==> config.mk <==
export PLATFORM = sky130hd
export DESIGN_NAME = ascp_command_parser
export DESIGN_NICKNAME = d
export VERILOG_FILES = /design/src/hdl/ascp_pkg.sv /design/src/hdl/ascp_word_match.sv /design/src/hdl/ascp_command_parser.sv
export SDC_FILE = /design/constraint.sdc
export NUM_CORES = 1
export LEC_CHECK = 0
export BUFFER_PORTS_ARGS = -buffer_cell sky130_fd_sc_hd__buf_4
export CAP_MARGIN = 15
export CELL_PAD_IN_SITES_DETAIL_PLACEMENT = 2
export CELL_PAD_IN_SITES_GLOBAL_PLACEMENT = 2
export CORE_UTILIZATION = 37
export DETAILED_ROUTE_END_ITERATION = 10
export PLACE_DENSITY_LB_ADDON = 0.1
export SLEW_MARGIN = 10
export SYNTH_ARGS = -nofsm -noshare
export SYNTH_HDL_FRONTEND = slang
export SYNTH_SLANG_ARGS = --single-unit
==> constraint.sdc <==
create_clock -name core_clk -period 7.92 [get_ports core_clk]
set_clock_uncertainty 0.1 [all_clocks]
set_input_delay 1.584 -clock core_clk [delete_from_list [all_inputs] [get_ports core_clk]]
set_output_delay 1.584 -clock core_clk [all_outputs]
set_load 0.005 [all_outputs]
==> src/hdl/ascp_pkg.sv <==
// shared constants and types for the ascii command parser
package ascp_pkg;

	// ------------------------------------------------------------
	// reserved words
	// ------------------------------------------------------------
	localparam int ASCP_NUM_WORDS = 8;
	localparam logic [2:0] ASCP_W_CON = 3'h0;
	localparam logic [2:0] ASCP_W_REA = 3'h1;
	localparam logic [2:0] ASCP_W_SAM = 3'h2;
	localparam logic [2:0] ASCP_W_SET = 3'h3;
	localparam logic [2:0] ASCP_W_WRI = 3'h4;
	localparam logic [2:0] ASCP_W_INP = 3'h5;
	localparam logic [2:0] ASCP_W_OUT = 3'h6;
	localparam logic [2:0] ASCP_W_NON = 3'h7;
	// text is space padded; only the first LEN characters are compared
	localparam logic [9:0][7:0] ASCP_WORD_TEXT [ASCP_NUM_WORDS] = '{
		"CONFIGURE ", "READ      ", "SAMPLE    ", "SET       ",
		"WRITE     ", "INPUT     ", "OUTPUT    ", "NONCLOCKED"};
	localparam logic [3:0] ASCP_WORD_LEN [ASCP_NUM_WORDS] = '{
		4'h9, 4'h4, 4'h6, 4'h3, 4'h5, 4'h5, 4'h6, 4'ha};
	localparam logic [3:0] ASCP_MIN_ABBREV = 4'h3;

	// elements expected after each command word
	localparam logic [2:0] ASCP_ARGS_CON = 3'h3;
	localparam logic [2:0] ASCP_ARGS_REA = 3'h1;
	localparam logic [2:0] ASCP_ARGS_SAM = 3'h1;
	localparam logic [2:0] ASCP_ARGS_SET = 3'h2;
	localparam logic [2:0] ASCP_ARGS_WRI = 3'h2;

	// ------------------------------------------------------------
	// characters
	// ------------------------------------------------------------
	localparam logic [7:0] ASCP_CH_LF = 8'h0a;
	localparam logic [7:0] ASCP_CH_CR = 8'h0d;
	localparam logic [7:0] ASCP_CH_COMMA = 8'h2c;
	localparam logic [7:0] ASCP_CH_SPACE = 8'h20;
	localparam logic [7:0] ASCP_CH_DEL = 8'h7f;
	localparam logic [7:0] ASCP_CH_LOW_A = 8'h61;
	localparam logic [7:0] ASCP_CH_LOW_Z = 8'h7a;
	localparam logic [7:0] ASCP_CH_UP_A = 8'h41;
	localparam logic [7:0] ASCP_CH_UP_Z = 8'h5a;
	localparam logic [7:0] ASCP_CH_UP_B = 8'h42;
	localparam logic [7:0] ASCP_CH_DIG_0 = 8'h30;
	localparam logic [7:0] ASCP_CH_DIG_9 = 8'h39;
	localparam logic [7:0] ASCP_CASE_BIT = 8'h20;

	// ------------------------------------------------------------
	// data limits and status
	// ------------------------------------------------------------
	localparam logic [11:0] ASCP_DEC_MAX = 12'h0ff;
	localparam logic [11:0] ASCP_DEC_RADIX = 12'h00a;
	localparam logic [3:0] ASCP_BIN_DIGITS = 4'h4;
	localparam int ASCP_ERR_BIT = 2;
	localparam logic [7:0] ASCP_STATUS_RST = 8'h00;

	// ------------------------------------------------------------
	// state types
	// ------------------------------------------------------------
	typedef enum logic [1:0] {PS_RUN = 2'b01, PS_SKIP = 2'b10} ascp_pstate_type;
	typedef enum logic [2:0] {EK_NONE = 3'b001, EK_WORD = 3'b010, EK_NUM = 3'b100} ascp_kind_type;
	typedef enum logic [3:0] {
		RS_IDLE = 4'b0001, RS_DATA = 4'b0010, RS_CR = 4'b0100, RS_LF = 4'b1000
	} ascp_rstate_type;

endpackage

==> src/hdl/ascp_word_match.sv <==
// candidate tracker matching a word against all reserved words
`timescale 1ns/1ps
`default_nettype none
module ascp_word_match #(
	parameter int NUM_WORDS = ascp_pkg::ASCP_NUM_WORDS
) (
	input wire logic core_clk,
	input wire logic sys_rst,
	input wire logic wordStart,
	input wire logic wordStep,
	input wire logic [7:0] wordChar,
	input wire logic [3:0] charPos,
	output logic [NUM_WORDS-1:0] candMask
);
	logic [NUM_WORDS-1:0] charHit;
	logic [NUM_WORDS-1:0] candMask_r;
	logic [NUM_WORDS-1:0] candMask_nxt;

	// a character past the word's length never matches, so over-long words drop out
	for (genvar w = 0; w < NUM_WORDS; w++) begin : g_word
		assign charHit[w] = (charPos < ascp_pkg::ASCP_WORD_LEN[w]) &&
			(wordChar == ascp_pkg::ASCP_WORD_TEXT[w][4'h9 - charPos]);
	end

	always_comb begin
		candMask_nxt = candMask_r;
		if (wordStart) begin
			candMask_nxt = charHit;
		end else if (wordStep) begin
			candMask_nxt = candMask_r & charHit;
		end
	end

	always_ff @(posedge core_clk) begin
		if (sys_rst) begin
			candMask_r <= '0;
		end else begin
			candMask_r <= candMask_nxt;
		end
	end

	assign candMask = candMask_r;
endmodule
`default_nettype wire

==> src/hdl/ascp_command_parser.sv <==
// ascii command parser with response framing for the host command interface
//
// Summary of operation
// - words may be shortened, keeping at least their first three characters
// - commands CONFIGURE READ SAMPLE SET WRITE; keywords only after CONFIGURE
// - a misspelled word discards the command
// - bad word, out of range data or wrong element count flags an input error
// - on error abandon the command and wait for a fresh one
// - every input error sets bit 2 of the serial poll status byte
// - sample and read answers end with carriage return then line feed
// - answers on the gpib port also carry the end message
// - words match regardless of letter case
// - spaces and non printables other than line feed are dropped
// - comma and line feed delimit; runs count once; first may be absent
// - data is decimal 0 to 255 or binary 0000b to 1111b
`timescale 1ns/1ps
`default_nettype none
module ascp_command_parser (
	input wire logic core_clk,
	input wire logic sys_rst,
	input wire logic rxValid,
	input wire logic [7:0] rxData,
	input wire logic rxFromGpib,
	output logic cmdValid,
	output logic [2:0] cmdWord,
	output logic [7:0] cmdData0,
	output logic [7:0] cmdData1,
	output logic [2:0] cmdKey0,
	output logic [2:0] cmdKey1,
	output logic inputErr,
	input wire logic serialPollAck,
	output logic [7:0] statusByte,
	input wire logic respValid,
	input wire logic [7:0] respData,
	input wire logic respLast,
	output logic respReady,
	output logic txValid,
	output logic [7:0] txData,
	output logic txEnd,
	output logic txGpib,
	input wire logic txReady
);
	// ------------------------------------------------------------
	// decoding helpers
	// ------------------------------------------------------------
	function automatic logic [2:0] argsOf(input logic [2:0] word);
		case (word)
			ascp_pkg::ASCP_W_CON: argsOf = ascp_pkg::ASCP_ARGS_CON;
			ascp_pkg::ASCP_W_REA: argsOf = ascp_pkg::ASCP_ARGS_REA;
			ascp_pkg::ASCP_W_SAM: argsOf = ascp_pkg::ASCP_ARGS_SAM;
			ascp_pkg::ASCP_W_SET: argsOf = ascp_pkg::ASCP_ARGS_SET;
			ascp_pkg::ASCP_W_WRI: argsOf = ascp_pkg::ASCP_ARGS_WRI;
			default: argsOf = 3'h0;
		endcase
	endfunction

	function automatic logic [2:0] firstHit(input logic [7:0] mask);
		firstHit = 3'h0;
		for (int i = 7; i >= 0; i--) begin
			if (mask[i]) begin
				firstHit = 3'(i);
			end
		end
	endfunction

	// ------------------------------------------------------------
	// character classes
	// ------------------------------------------------------------
	logic [7:0] upChar;
	logic isLf, isComma, isDelim, isIgnored, isLetter, isDigit;
	assign upChar = (rxData >= ascp_pkg::ASCP_CH_LOW_A && rxData <= ascp_pkg::ASCP_CH_LOW_Z) ?
		(rxData & ~ascp_pkg::ASCP_CASE_BIT) : rxData;
	assign isLf = rxData == ascp_pkg::ASCP_CH_LF;
	assign isComma = rxData == ascp_pkg::ASCP_CH_COMMA;
	assign isDelim = isLf || isComma;
	assign isIgnored = !isLf && (rxData <= ascp_pkg::ASCP_CH_SPACE ||
		rxData >= ascp_pkg::ASCP_CH_DEL);
	assign isLetter = upChar >= ascp_pkg::ASCP_CH_UP_A && upChar <= ascp_pkg::ASCP_CH_UP_Z;
	assign isDigit = rxData >= ascp_pkg::ASCP_CH_DIG_0 && rxData <= ascp_pkg::ASCP_CH_DIG_9;

	// ------------------------------------------------------------
	// parser state
	// ------------------------------------------------------------
	ascp_pkg::ascp_pstate_type pState_r, pState_nxt;
	ascp_pkg::ascp_kind_type kind_r, kind_nxt;
	logic [3:0] len_r, len_nxt, digits_r, digits_nxt, bin_r, bin_nxt;
	logic [2:0] idx_r, idx_nxt, cmd_r, cmd_nxt, k0_r, k0_nxt, k1_r, k1_nxt;
	logic [7:0] d0_r, d0_nxt, d1_r, d1_nxt, dec_r, dec_nxt;
	logic over_r, over_nxt, allBin_r, allBin_nxt, sfx_r, sfx_nxt;
	logic cmdValid_r, cmdValid_nxt, err_r, errFlag_r, errFlag_nxt, lastGpib_r, lastGpib_nxt;
	logic wordStart, wordStep, endElem, elemBad, charErr, errNow, hitOk, numOk;
	logic [2:0] hitIdx, cmdAfter, idxAfter;
	logic [7:0] candMask, numVal;
	logic [11:0] decWide;

	ascp_word_match u_match (
		.core_clk(core_clk),
		.sys_rst(sys_rst),
		.wordStart(wordStart),
		.wordStep(wordStep),
		.wordChar(upChar),
		.charPos(wordStart ? 4'h0 : len_r),
		.candMask(candMask)
	);

	assign hitIdx = firstHit(candMask);
	assign hitOk = (|candMask) && len_r >= ascp_pkg::ASCP_MIN_ABBREV;
	assign numOk = sfx_r ? (allBin_r && digits_r <= ascp_pkg::ASCP_BIN_DIGITS) : !over_r;
	assign numVal = sfx_r ? {4'h0, bin_r} : dec_r;
	assign decWide = 12'(dec_r) * ascp_pkg::ASCP_DEC_RADIX + 12'(rxData[3:0]);

	always_comb begin
		pState_nxt = pState_r;
		kind_nxt = kind_r;
		len_nxt = len_r;
		digits_nxt = digits_r;
		bin_nxt = bin_r;
		idx_nxt = idx_r;
		cmd_nxt = cmd_r;
		k0_nxt = k0_r;
		k1_nxt = k1_r;
		d0_nxt = d0_r;
		d1_nxt = d1_r;
		dec_nxt = dec_r;
		over_nxt = over_r;
		allBin_nxt = allBin_r;
		sfx_nxt = sfx_r;
		lastGpib_nxt = lastGpib_r;
		cmdValid_nxt = 1'b0;
		wordStart = 1'b0;
		wordStep = 1'b0;
		elemBad = 1'b0;
		charErr = 1'b0;
		cmdAfter = cmd_r;
		idxAfter = idx_r;
		// a digit right after a word closes it without a delimiter
		endElem = rxValid && pState_r == ascp_pkg::PS_RUN && !isIgnored &&
			((isDelim && kind_r != ascp_pkg::EK_NONE) ||
			(isDigit && kind_r == ascp_pkg::EK_WORD));
		if (endElem) begin
			idxAfter = idx_r + 3'h1;
			kind_nxt = ascp_pkg::EK_NONE;
			if (idx_r == 3'h0) begin
				elemBad = !(kind_r == ascp_pkg::EK_WORD && hitOk &&
					hitIdx <= ascp_pkg::ASCP_W_WRI);
				cmdAfter = hitIdx;
			end else if (idx_r > argsOf(cmd_r)) begin
				elemBad = 1'b1;
			end else if (cmd_r == ascp_pkg::ASCP_W_CON && idx_r >= 3'h2) begin
				elemBad = !(kind_r == ascp_pkg::EK_WORD && hitOk &&
					hitIdx >= ascp_pkg::ASCP_W_INP);
				if (idx_r == 3'h2) begin
					k0_nxt = hitIdx;
				end else begin
					k1_nxt = hitIdx;
				end
			end else begin
				elemBad = !(kind_r == ascp_pkg::EK_NUM && numOk);
				if (idx_r == 3'h1) begin
					d0_nxt = numVal;
				end else begin
					d1_nxt = numVal;
				end
			end
			idx_nxt = idxAfter;
			cmd_nxt = cmdAfter;
		end
		if (rxValid) begin
			case (pState_r)
				ascp_pkg::PS_SKIP: begin
					if (isLf) begin
						pState_nxt = ascp_pkg::PS_RUN;
					end
				end
				ascp_pkg::PS_RUN: begin
					if (isLetter) begin
						if (kind_r == ascp_pkg::EK_NUM) begin
							if (upChar == ascp_pkg::ASCP_CH_UP_B && !sfx_r) begin
								sfx_nxt = 1'b1;
							end else begin
								charErr = 1'b1;
							end
						end else if (kind_r == ascp_pkg::EK_WORD) begin
							wordStep = 1'b1;
							len_nxt = (len_r == 4'hf) ? len_r : len_r + 4'h1;
						end else begin
							wordStart = 1'b1;
							kind_nxt = ascp_pkg::EK_WORD;
							len_nxt = 4'h1;
						end
					end else if (isDigit) begin
						if (kind_r == ascp_pkg::EK_NUM) begin
							charErr = sfx_r;
							dec_nxt = decWide[7:0];
							over_nxt = over_r || decWide > ascp_pkg::ASCP_DEC_MAX;
							bin_nxt = {bin_r[2:0], rxData[0]};
							allBin_nxt = allBin_r && rxData[3:1] == 3'h0;
							digits_nxt = (digits_r == 4'hf) ? digits_r : digits_r + 4'h1;
						end else begin
							kind_nxt = ascp_pkg::EK_NUM;
							dec_nxt = {4'h0, rxData[3:0]};
							over_nxt = 1'b0;
							bin_nxt = {3'h0, rxData[0]};
							allBin_nxt = rxData[3:1] == 3'h0;
							digits_nxt = 4'h1;
							sfx_nxt = 1'b0;
						end
					end else if (isDelim) begin
						if (!elemBad && idxAfter == argsOf(cmdAfter) + 3'h1) begin
							cmdValid_nxt = 1'b1;
							idx_nxt = 3'h0;
							if (cmdAfter == ascp_pkg::ASCP_W_REA ||
								cmdAfter == ascp_pkg::ASCP_W_SAM) begin
								lastGpib_nxt = rxFromGpib;
							end
						end else if (isLf && idxAfter != 3'h0) begin
							charErr = 1'b1;
						end
					end else if (!isIgnored) begin
						charErr = 1'b1;
					end
				end
				default: pState_nxt = ascp_pkg::PS_RUN;
			endcase
		end
		errNow = charErr || elemBad;
		if (errNow) begin
			cmdValid_nxt = 1'b0;
			kind_nxt = ascp_pkg::EK_NONE;
			idx_nxt = 3'h0;
			// the line feed that exposed the error already ends the command
			pState_nxt = isLf ? ascp_pkg::PS_RUN : ascp_pkg::PS_SKIP;
		end
		// a new error wins over a poll that clears the same cycle
		errFlag_nxt = errNow || (errFlag_r && !serialPollAck);
	end

	always_ff @(posedge core_clk) begin
		if (sys_rst) begin
			pState_r <= ascp_pkg::PS_RUN;
			kind_r <= ascp_pkg::EK_NONE;
			{len_r, digits_r, bin_r} <= 12'h000;
			{idx_r, cmd_r, k0_r, k1_r} <= 12'h000;
			{d0_r, d1_r, dec_r} <= 24'h000000;
			{over_r, allBin_r, sfx_r} <= 3'h0;
			{cmdValid_r, err_r, errFlag_r, lastGpib_r} <= 4'h0;
		end else begin
			pState_r <= pState_nxt;
			kind_r <= kind_nxt;
			{len_r, digits_r, bin_r} <= {len_nxt, digits_nxt, bin_nxt};
			{idx_r, cmd_r, k0_r, k1_r} <= {idx_nxt, cmd_nxt, k0_nxt, k1_nxt};
			{d0_r, d1_r, dec_r} <= {d0_nxt, d1_nxt, dec_nxt};
			{over_r, allBin_r, sfx_r} <= {over_nxt, allBin_nxt, sfx_nxt};
			{cmdValid_r, err_r, errFlag_r, lastGpib_r} <=
				{cmdValid_nxt, errNow, errFlag_nxt, lastGpib_nxt};
		end
	end

	// fields only hold while cmdValid is high; parsing may overwrite them after
	assign cmdValid = cmdValid_r;
	assign cmdWord = cmd_r;
	assign cmdData0 = d0_r;
	assign cmdData1 = d1_r;
	assign cmdKey0 = k0_r;
	assign cmdKey1 = k1_r;
	assign inputErr = err_r;
	assign statusByte = ascp_pkg::ASCP_STATUS_RST |
		({7'h00, errFlag_r} << ascp_pkg::ASCP_ERR_BIT);

	// ------------------------------------------------------------
	// response framing
	// ------------------------------------------------------------
	ascp_pkg::ascp_rstate_type rState_r, rState_nxt;
	logic txValid_r, txValid_nxt, txEnd_r, txEnd_nxt, respGpib_r, respGpib_nxt, slotFree;
	logic [7:0] txData_r, txData_nxt;

	assign slotFree = !txValid_r || txReady;
	assign respReady = rState_r == ascp_pkg::RS_DATA && slotFree;

	always_comb begin
		rState_nxt = rState_r;
		txValid_nxt = txValid_r && !txReady;
		txData_nxt = txData_r;
		txEnd_nxt = txEnd_r;
		respGpib_nxt = respGpib_r;
		case (rState_r)
			ascp_pkg::RS_IDLE: begin
				// wait for the previous line feed so txGpib stays with its frame
				if (respValid && !txValid_r) begin
					rState_nxt = ascp_pkg::RS_DATA;
					respGpib_nxt = lastGpib_r;
				end
			end
			ascp_pkg::RS_DATA: begin
				if (respValid && slotFree) begin
					txValid_nxt = 1'b1;
					txData_nxt = respData;
					txEnd_nxt = 1'b0;
					if (respLast) begin
						rState_nxt = ascp_pkg::RS_CR;
					end
				end
			end
			ascp_pkg::RS_CR: begin
				if (slotFree) begin
					txValid_nxt = 1'b1;
					txData_nxt = ascp_pkg::ASCP_CH_CR;
					txEnd_nxt = 1'b0;
					rState_nxt = ascp_pkg::RS_LF;
				end
			end
			ascp_pkg::RS_LF: begin
				if (slotFree) begin
					txValid_nxt = 1'b1;
					txData_nxt = ascp_pkg::ASCP_CH_LF;
					txEnd_nxt = respGpib_r;
					rState_nxt = ascp_pkg::RS_IDLE;
				end
			end
			default: rState_nxt = ascp_pkg::RS_IDLE;
		endcase
	end

	always_ff @(posedge core_clk) begin
		if (sys_rst) begin
			rState_r <= ascp_pkg::RS_IDLE;
			{txValid_r, txEnd_r, respGpib_r} <= 3'h0;
			txData_r <= 8'h00;
		end else begin
			rState_r <= rState_nxt;
			{txValid_r, txEnd_r, respGpib_r} <= {txValid_nxt, txEnd_nxt, respGpib_nxt};
			txData_r <= txData_nxt;
		end
	end

	assign txValid = txValid_r;
	assign txData = txData_r;
	assign txEnd = txEnd_r;
	assign txGpib = respGpib_r;
endmodule
`default_nettype wire

==> metrics.txt, run 1 <==
outcome finished clean; share of layout cells above drive strength 1 0.129; pwr dens 136 nW/um2; worst hold path class reg2reg; worst path arrival time 5790 ps; reg2reg setup slack 3260 ps; Syn Inst Count 769; Slew Limit Fails 0; CP Class in2reg; RSZ-0062 raised after global routing false; FF-to-FF Start pState_r[1]; Clk Latency, worst-skew pair 350 ps; hold-fix buffers at CTS 0; Worst Hold End bin_r[3]; sequential fraction of the synthesis area 0.274; Post-Route Setup TNS 0 ps; Psw 0.259 mW; EDFF count, synth 0; # IOs 71; total number of vias 5996; HP Start bin_r[3]; area delta synth->final 14.0%; worst endpoint required time 8050 ps; reg2reg end kind_r[0]; Final period util 0.714; logic gate share of total power 0.114; DRT Pass-1 Iters 5; most used flip-flop cell after synthesis dfxtp_1; final wirelength 21800 um; Min-Delay Path Depth 2; GRT Overall Usage 0.270; Max-slew headroom 0.247; Num CTS Buffers 9; row count 46; leakage 2.67 nW; async set-reset flop share out of synthesis 0; synthesized area 5980 um2; Reg power frac 0.456; Initial Util 0.378; initial antenna violation count 0; initial DRC count 312; Internal 0.669 mW; clk buf depth 2; chip width 129 um; n_diodes 0; endpoints failing hold 0; # resized after CTS 0; Max Cap Viol 0; CTS tree done; Seq cells post-synth 82; Final nets 862; H-Tree Level Count 3; Post-Layout Cell Count 1024; first-pass GRT wire length 34800 um; Setup Viol. Count Final 0; DR vias/cell 5.86; power share of the clock group 0.430; worst reg2reg path depth 12; Reg clk slew, reported paths 70 ps; Syn Area/Cell 7.78 um2; wire per inst 21.3 um; Synthesis Warnings 0; critical path startpoint rxData[2]; Setup Fix Bufs, Post-CTS 0; Antenna Nets Post-Route 0; vias in the first global route 6277; Die Y 129 um; Worst-Margin Slew 1110 ps; Residual DRC 0; die area 16700 um2; Synth cell types 83; Setup crit end kind flip-flop; pin count of the biggest net entering global routing 73; RePlAce Congestion 0.909; grt total ovfl 0; minimum clock period 5660 ps; Fmax 177 MHz; switch share 0.279; clock sink count 82; CP startpoint kind primary input; core area 15800 um2; placed insts 1008; Worst Path Max Fanout 25; clk root buf clkbuf_16; maximum VDD drop 0.0000914 V; Port Buffers 63; Detail Placement HPWL 16400 um
## worst max-delay path, stage by stage
cell and delay [ps]:
buf_4 210, o21ai_0 330, nand3_1 680, o22ai_1 710
nand2_1 270, nor2_1 200, a21oi_1 70, ha_1 320
a31oi_1 160, o211ai_1 140, o311ai_1 390, o21ai_1 280
or3_1 420
## routing by layer
metal,part of all wire,global-route usage
met1,0.47,0.365
met2,0.48,0.447
met3,0.030,0.0306
met4,0.019,0.0837
met5,0,0
## layout make-up
type | instances | area [um2]
fill | 1857 | 9010
tap | 216 | 270
sequential | 82 | 1640
inverter | 28 | 105
multi-input combinational | 616 | 4030
clock buffer | 9 | 225
timing repair buffer | 66 | 495
clock inverter | 7 | 51.3
## power groups by stage
| stage | logic [mW] | registers (mW) | clock network (mW) |
|---|---|---|---|
| 6_report | 0.106 | 0.423 | 0.399 |
| 5_1_grt | 0.115 | 0.423 | 0.426 |
| 4_1_cts | 0.105 | 0.423 | 0.407 |
| 3_5_place_dp | 0.104 | 0.432 | 0 |
| 3_3_place_gp | 0.101 | 0.431 | 0 |
| 2_1_floorplan | 0.0709 | 0.429 | 0 |
## registers in the layout, summed over array words and instances (netlist names), 2 cells and up
register and flops:
idx_r 3, u_match.candMask 8, cmdKey0 3, rState_r 4, cmdWord 3, cmdData0 8
pState_r 2, len_r 4, kind_r 3, bin_r 4, digits_r 4, cmdKey1 3
txData 8, dec_r 7, cmdData1 8
## placed cells by master, fill, tap and decap left out, types with 7 or more instances in the layout
cell type,count
ha_1,33
o22ai_1,8
nor2b_1,12
nor4_1,11
nor2_1,81
nand3_1,25
clkbuf_16,9
nand2_1,86
a31oi_1,7
conb_1,7
or4_1,7
o211ai_1,7
nor3_1,20
dfxtp_1,82
a211oi_1,8
nand2b_1,9
buf_4,66
xnor2_1,25
inv_1,25
mux2i_1,30
nand4_1,10
or3_1,7
a21oi_1,66
o21ai_0,25
and2_1,8
xor2_1,11
## synth_stat cells (4+ instances only)
cell type / count / area, um2
nor2b_1: 12 / 75.1
nor2_1: 81 / 304
or3_1: 7 / 43.8
nand3_1: 25 / 125
xor2_1: 11 / 96.3
nor3_1: 20 / 100
and2_1: 8 / 50.1
mux2_2: 4 / 45.0
o211ai_1: 7 / 52.6
buf_4: 8 / 60.1
a22o_1: 4 / 35.0
nand2b_1: 9 / 56.3
a31oi_1: 7 / 43.8
clkbuf_1: 31 / 116
nand3b_1: 4 / 30.0
or4_1: 7 / 52.6
dfxtp_1: 82 / 1640
a21o_1: 6 / 45.0
and3_1: 6 / 37.5
mux2i_1: 30 / 300
nor4_1: 11 / 68.8
nand4_1: 10 / 62.6
nand2_1: 86 / 323
a211oi_1: 8 / 60.1
xnor2_1: 25 / 219
o31ai_1: 4 / 30.0
a21oi_1: 66 / 330
o32a_1: 4 / 40.0
o21ai_0: 25 / 125
o221ai_1: 5 / 43.8
o22ai_1: 8 / 50.1
ha_1: 33 / 413
inv_1: 25 / 93.8
buf_2: 6 / 30.0
## worst max path at each step
stage                                endpoint  cells after the start  slack (ps)
after CTS                           kind_r[0]                     13        2340
after detailed placement  u_match.candMask[3]                     13        2000
after global routing                kind_r[0]                     13        1890
after global placement    u_match.candMask[3]                     13        2090
after floorplan           u_match.candMask[3]                     15        2990
final                               kind_r[0]                     13        2260
## cells by family (layout without fill, tap and decap cells)
kind of cell	after synthesis	count (layout)	share of synthesized area
and+or+nand+nor	304	304	0.249
AOI/OAI and AO/OA	199	199	0.230
DFF	82	82	0.274
buffers and inverters	77	110	0.0558
xor gates and xnor gates	36	36	0.0527
adders and majority gates	35	35	0.0757
muxes	35	35	0.0615
other	1	7	0.000627
## per-stage QoR
stage	setup WS, ps	hold WS (ps)	area [um2]	total power [mW]	utilization
finish	2260	368	6820	0.927	0.431
global placement	2090	336	6540	0.532	0.413
global route	1890	379	6820	0.964	0.431
detailed placement	2000	358	6540	0.536	0.413
floorplan	2990	328	6010	0.500	-
CTS	2340	369	6820	0.935	0.431
Power figures use the tool's default switching activity.
==> inputs of run 2 (changes only) <==
--- a/config.mk
+++ b/config.mk
@@ -9,7 +9,7 @@
 export CAP_MARGIN = 15
 export CELL_PAD_IN_SITES_DETAIL_PLACEMENT = 2
 export CELL_PAD_IN_SITES_GLOBAL_PLACEMENT = 2
-export CORE_UTILIZATION = 37
+export CORE_UTILIZATION = 35
 export DETAILED_ROUTE_END_ITERATION = 10
 export PLACE_DENSITY_LB_ADDON = 0.1
 export SLEW_MARGIN = 10
==> constraint.sdc (replaced) <==
create_clock -name core_clk -period 5.6 [get_ports core_clk]
set_clock_uncertainty 0.1 [all_clocks]
set_input_delay 1.12 -clock core_clk [delete_from_list [all_inputs] [get_ports core_clk]]
set_output_delay 1.12 -clock core_clk [all_outputs]
set_load 0.005 [all_outputs]
==> run 2 against run 1 <==
  * Clock power is 56% higher
  * Total power is 48% higher
  * Global-route usage fell by 0.85 points
  * Largest cell class unchanged
==> metrics.txt, run 2 (synthesized netlist as in run 1, its figures left out) <==
outcome finished clean; CTS tree done; most common cell after layout, fill and taps aside nand2_1; Setup Viol. Count Final 0; Final period util 0.915; met2 usage 0.439; Num CTS Buffers 9; Most Crowded Layer GR met2; # resized after CTS 0; vias in the first global route 6491; Worst-Margin Slew 1090 ps; Port Buffers 63; reg2reg setup slack 1230 ps; worst endpoint required time 5780 ps; area delta synth->final 15.9%; Setup crit end kind flip-flop; # IOs 71; Post-Route Setup TNS 0 ps; RSZ-0062 raised after global routing false; clock sink count 82; Final nets 872; post-route setup slack 476 ps; most frequent cells in the layout 86 x nand2_1, 82 x dfxtp_1, 81 x nor2_1; reg2reg end u_match.candMask[3]; Setup Fix Bufs, Post-CTS 0; pin count of the biggest net entering global routing 73; Critical Path End u_match.candMask[3]; RePlAce Congestion 0.896; total number of vias 6029; maximum VDD drop 0.000134 V; worst path arrival time 5300 ps; row count 47; worst hold path class reg2reg; GRT Overall Usage 0.261; Clk Latency, worst-skew pair 350 ps; hold-fix buffers at CTS 0; H-Tree Level Count 3; share of layout cells above drive strength 1 0.139; die area 17600 um2; Max Cap Viol 0; Hold WS 378 ps; final wirelength 22500 um; grt total ovfl 0; minimum clock period 5120 ps; endpoints failing hold 0; initial DRC count 308; fin util 0.417; Detail Placement HPWL 17000 um; critical path startpoint rxData[3]; pwr dens 198 nW/um2; M3 GR Usage 0.0379; Reg clk slew, reported paths 70 ps; fillcell total 1946; Residual DRC 0; CP Class in2reg; DP Worst Slack 181 ps; leakage 2.73 nW; wire per inst 21.7 um; Worst Path Max Fanout 26; Initial Util 0.360; first-pass GRT wire length 36200 um; Max-slew headroom 0.263; FF-to-FF Start pState_r[1]; Min-Delay Path Depth 2; Die Y 133 um; Antenna Nets Post-Route 0; worst reg2reg path depth 12; CP startpoint kind primary input; core area 16600 um2; initial antenna violation count 0; n_diodes 0; clk root buf clkbuf_16; routing usage on met1 0.345; DR vias/cell 5.81; clk buf depth 2; chip width 133 um; Slew Limit Fails 0; Fmax 195 MHz; DRT Pass-1 Iters 4
==> run 2: per-layer routing <==
layer / part of all wire / vias to the layer above / wire [um]
met2: 0.48 / 120 / 10700
li1: - / 2876 / -
met3: 0.041 / 31 / 923
met4: 0.021 / 0 / 483
met1: 0.46 / 3002 / 10400
met5: 0 / - / 0
==> run 2: how the worst min path moves through the flow <==
| stage | start | to | slack, ps |
|---|---|---|---|
| detailed placement | bin_r[3] | bin_r[3] | 350 |
| global route | txData[6] | txData[6] | 390 |
| global placement | bin_r[3] | bin_r[3] | 340 |
| floorplan | bin_r[3] | bin_r[3] | 330 |
| finish | txData[6] | txData[6] | 380 |
| CTS | bin_r[3] | bin_r[3] | 380 |
==> run 2: per-stage QoR <==
stage	cell area, um2	instances	power [mW]
6_report	6930	1038	1.37
5_1_grt	6930	1038	1.42
4_1_cts	6930	1038	1.39
3_5_place_dp	6620	1022	0.760
3_3_place_gp	6620	1022	0.755
2_1_floorplan	6010	775	0.707
==> run 2: report_power, final <==
group          internal [mW]  switching, mW
clock                  0.362          0.261
sequential             0.590        0.00851
combinational         0.0542         0.0968
total                   1.01          0.367
==> run 2: cell type report <==
cell class,count,area [um2],area share
Multi-Input combinational cell,616,4030,0.581
Clock inverter,6,71.3,0.0103
Sequential cell,82,1640,0.237
Inverter,28,105,0.0152
Tap cell,220,275,0.0397
Timing Repair Buffer,76,571,0.0823
Clock buffer,10,239,0.0345
==> run 2: worst max-delay path, cell delays in order <==
cell and delay [ps]:
buf_4 200, or3_1 520, o221a_4 350, nand2_1 250, nand2_1 260, ha_1 440
inv_1 300, o31a_4 220, and2_1 420, nand3_1 140, mux4_2 460, or4b_1 470
a21oi_1 130
==> inputs of run 3 (changes only) <==
--- a/config.mk
+++ b/config.mk
@@ -9,7 +9,7 @@
 export CAP_MARGIN = 15
 export CELL_PAD_IN_SITES_DETAIL_PLACEMENT = 2
 export CELL_PAD_IN_SITES_GLOBAL_PLACEMENT = 2
-export CORE_UTILIZATION = 35
+export CORE_UTILIZATION = 37
 export DETAILED_ROUTE_END_ITERATION = 10
 export PLACE_DENSITY_LB_ADDON = 0.1
 export SLEW_MARGIN = 10
==> constraint.sdc (replaced) <==
create_clock -name core_clk -period 6.6 [get_ports core_clk]
set_clock_uncertainty 0.1 [all_clocks]
set_input_delay 1.32 -clock core_clk [delete_from_list [all_inputs] [get_ports core_clk]]
set_output_delay 1.32 -clock core_clk [all_outputs]
set_load 0.005 [all_outputs]
==> run 3 against run 2 <==
  * Clock power is 8.8% lower
  * Flip-flop and latch count unchanged
  * Critical endpoint unchanged
  * Critical path type unchanged
  * Non-clock buffer count is 7 lower
  * Largest cell class unchanged
  * Final area down 0.56%
  * Highest routed layer unchanged
==> metrics.txt, run 3 (synthesized netlist as in run 1, its figures left out) <==
Psw 0.314 mW; DRT Pass-1 Iters 5; Final nets 865; Post-Route Setup TNS 0 ps; Hold WS 354 ps; # IOs 71; logic gate share of total power 0.108; CP top delay family simple AND/OR/NAND/NOR gates; final wirelength 22400 um; post-route setup slack 1410 ps; Max Cap Viol 0; power share of the clock group 0.471; most frequent cells in the layout 86 x nand2_1, 82 x dfxtp_1, 81 x nor2_1; outcome finished clean; DP Worst Slack 1080 ps; slowest stage cell, crit path or3_1; critical path startpoint rxData[3]; Final period util 0.786; Die Y 129 um; grt total ovfl 0; Area after DPL 6570 um2; Internal 0.891 mW; Setup Viol. Count Final 0; crit-path max cell delay 510 ps; clock sink count 82; Port Buffers 63; Reg clk slew, reported paths 70 ps; area delta synth->final 15.2%; Clk Latency, worst-skew pair 350 ps; switch share 0.261; Residual DRC 0; Setup crit end kind flip-flop; clk buf depth 2; chip width 129 um; leakage 2.71 nW; row count 46; GRT Overall Usage 0.278; fillcell total 1832; Fmax 193 MHz; initial antenna violation count 0; vias in the first global route 6278; CTS tree done; maximum VDD drop 0.000127 V; hold-fix buffers at CTS 0; worst hold path class reg2reg; Setup Fix Bufs, Post-CTS 0; Slew Limit Fails 0; Worst Path Max Fanout 26; pin count of the biggest net entering global routing 73; Detail Placement HPWL 16900 um; Worst path most repeated cell nand2_1; Post-Layout Cell Count 1027; n_diodes 0; post-route design area 6890 um2; Reg power frac 0.421; CP cell instances buf_4, or3_1, o221a_4, nand2_1, nand2_1, ha_1, inv_1, o31a_4, and2_1, nand2_1, mux4_2, or4b_1, a21oi_1; # resized after CTS 0; endpoints failing hold 0; RSZ-0062 raised after global routing false; Num CTS Buffers 9; worst endpoint required time 6780 ps; placed insts 1011; Worst-Margin Slew 989 ps; Tot Pwr 1.20 mW; first-pass GRT wire length 35500 um; Initial Util 0.378; DR vias/cell 5.91; clk root buf clkbuf_16; FF-to-FF Start pState_r[0]; core area 15800 um2; die area 16700 um2; CP startpoint kind primary input; RePlAce Congestion 0.936; crit path buf inv count 2; pwr dens 175 nW/um2; H-Tree Level Count 3; wire per inst 21.8 um; most common cell after layout, fill and taps aside nand2_1; CP Class in2reg; worst path arrival time 5370 ps; Antenna Nets Post-Route 0; initial DRC count 336; Max-slew headroom 0.332; minimum clock period 5190 ps; HP Start bin_r[3]; total number of vias 6069; share of layout cells above drive strength 1 0.131; fin util 0.436
## run 3: metal layers
metal  vias up  part of all wire  GRT usage
met5         -                 0          0
met4         0             0.017     0.0872
met3        27             0.029     0.0359
met2       116              0.49      0.471
met1      3071              0.47      0.365
li1       2855                 -          -
## run 3: cell type report
class	count	area, um2	share of cell area
repair buffers	69	518	0.0751
flip-flops and latches	82	1640	0.238
inverters	28	105	0.0152
clock buffers	11	243	0.0352
multi-input cells	616	4030	0.585
clock inverters	5	86.3	0.0125
well taps	216	270	0.0392
## run 3: power by group through the flow
| stage | Clock [mW] | Combinational, mW | Sequential, mW |
|---|---|---|---|
| 2_1_floorplan | 0 | 0.0850 | 0.515 |
| 5_1_grt | 0.595 | 0.140 | 0.508 |
| 3_3_place_gp | 0 | 0.123 | 0.517 |
| 4_1_cts | 0.577 | 0.129 | 0.507 |
| 6_report | 0.568 | 0.130 | 0.507 |
| 3_5_place_dp | 0 | 0.128 | 0.518 |
## run 3: path summary, 6_finish.rpt
path         cells after the start                  end  slack, ps
max                             13  u_match.candMask[3]       1410
min                              2             bin_r[3]        350
max reg2reg                     13  u_match.candMask[3]       2300
min reg2reg                      2             bin_r[3]        350
## run 3: worst register-to-register path: cells and delay by family (launching register included)
family | cells | cell delay, ps
XOR/XNOR | 1 | 170
flip-flops | 1 | 370
adder cells (fa/ha/maj) | 1 | 420
buffers and inverters | 2 | 340
AND/OR/NAND/NOR | 5 | 1820
AO/OA/AOI/OAI | 4 | 1010
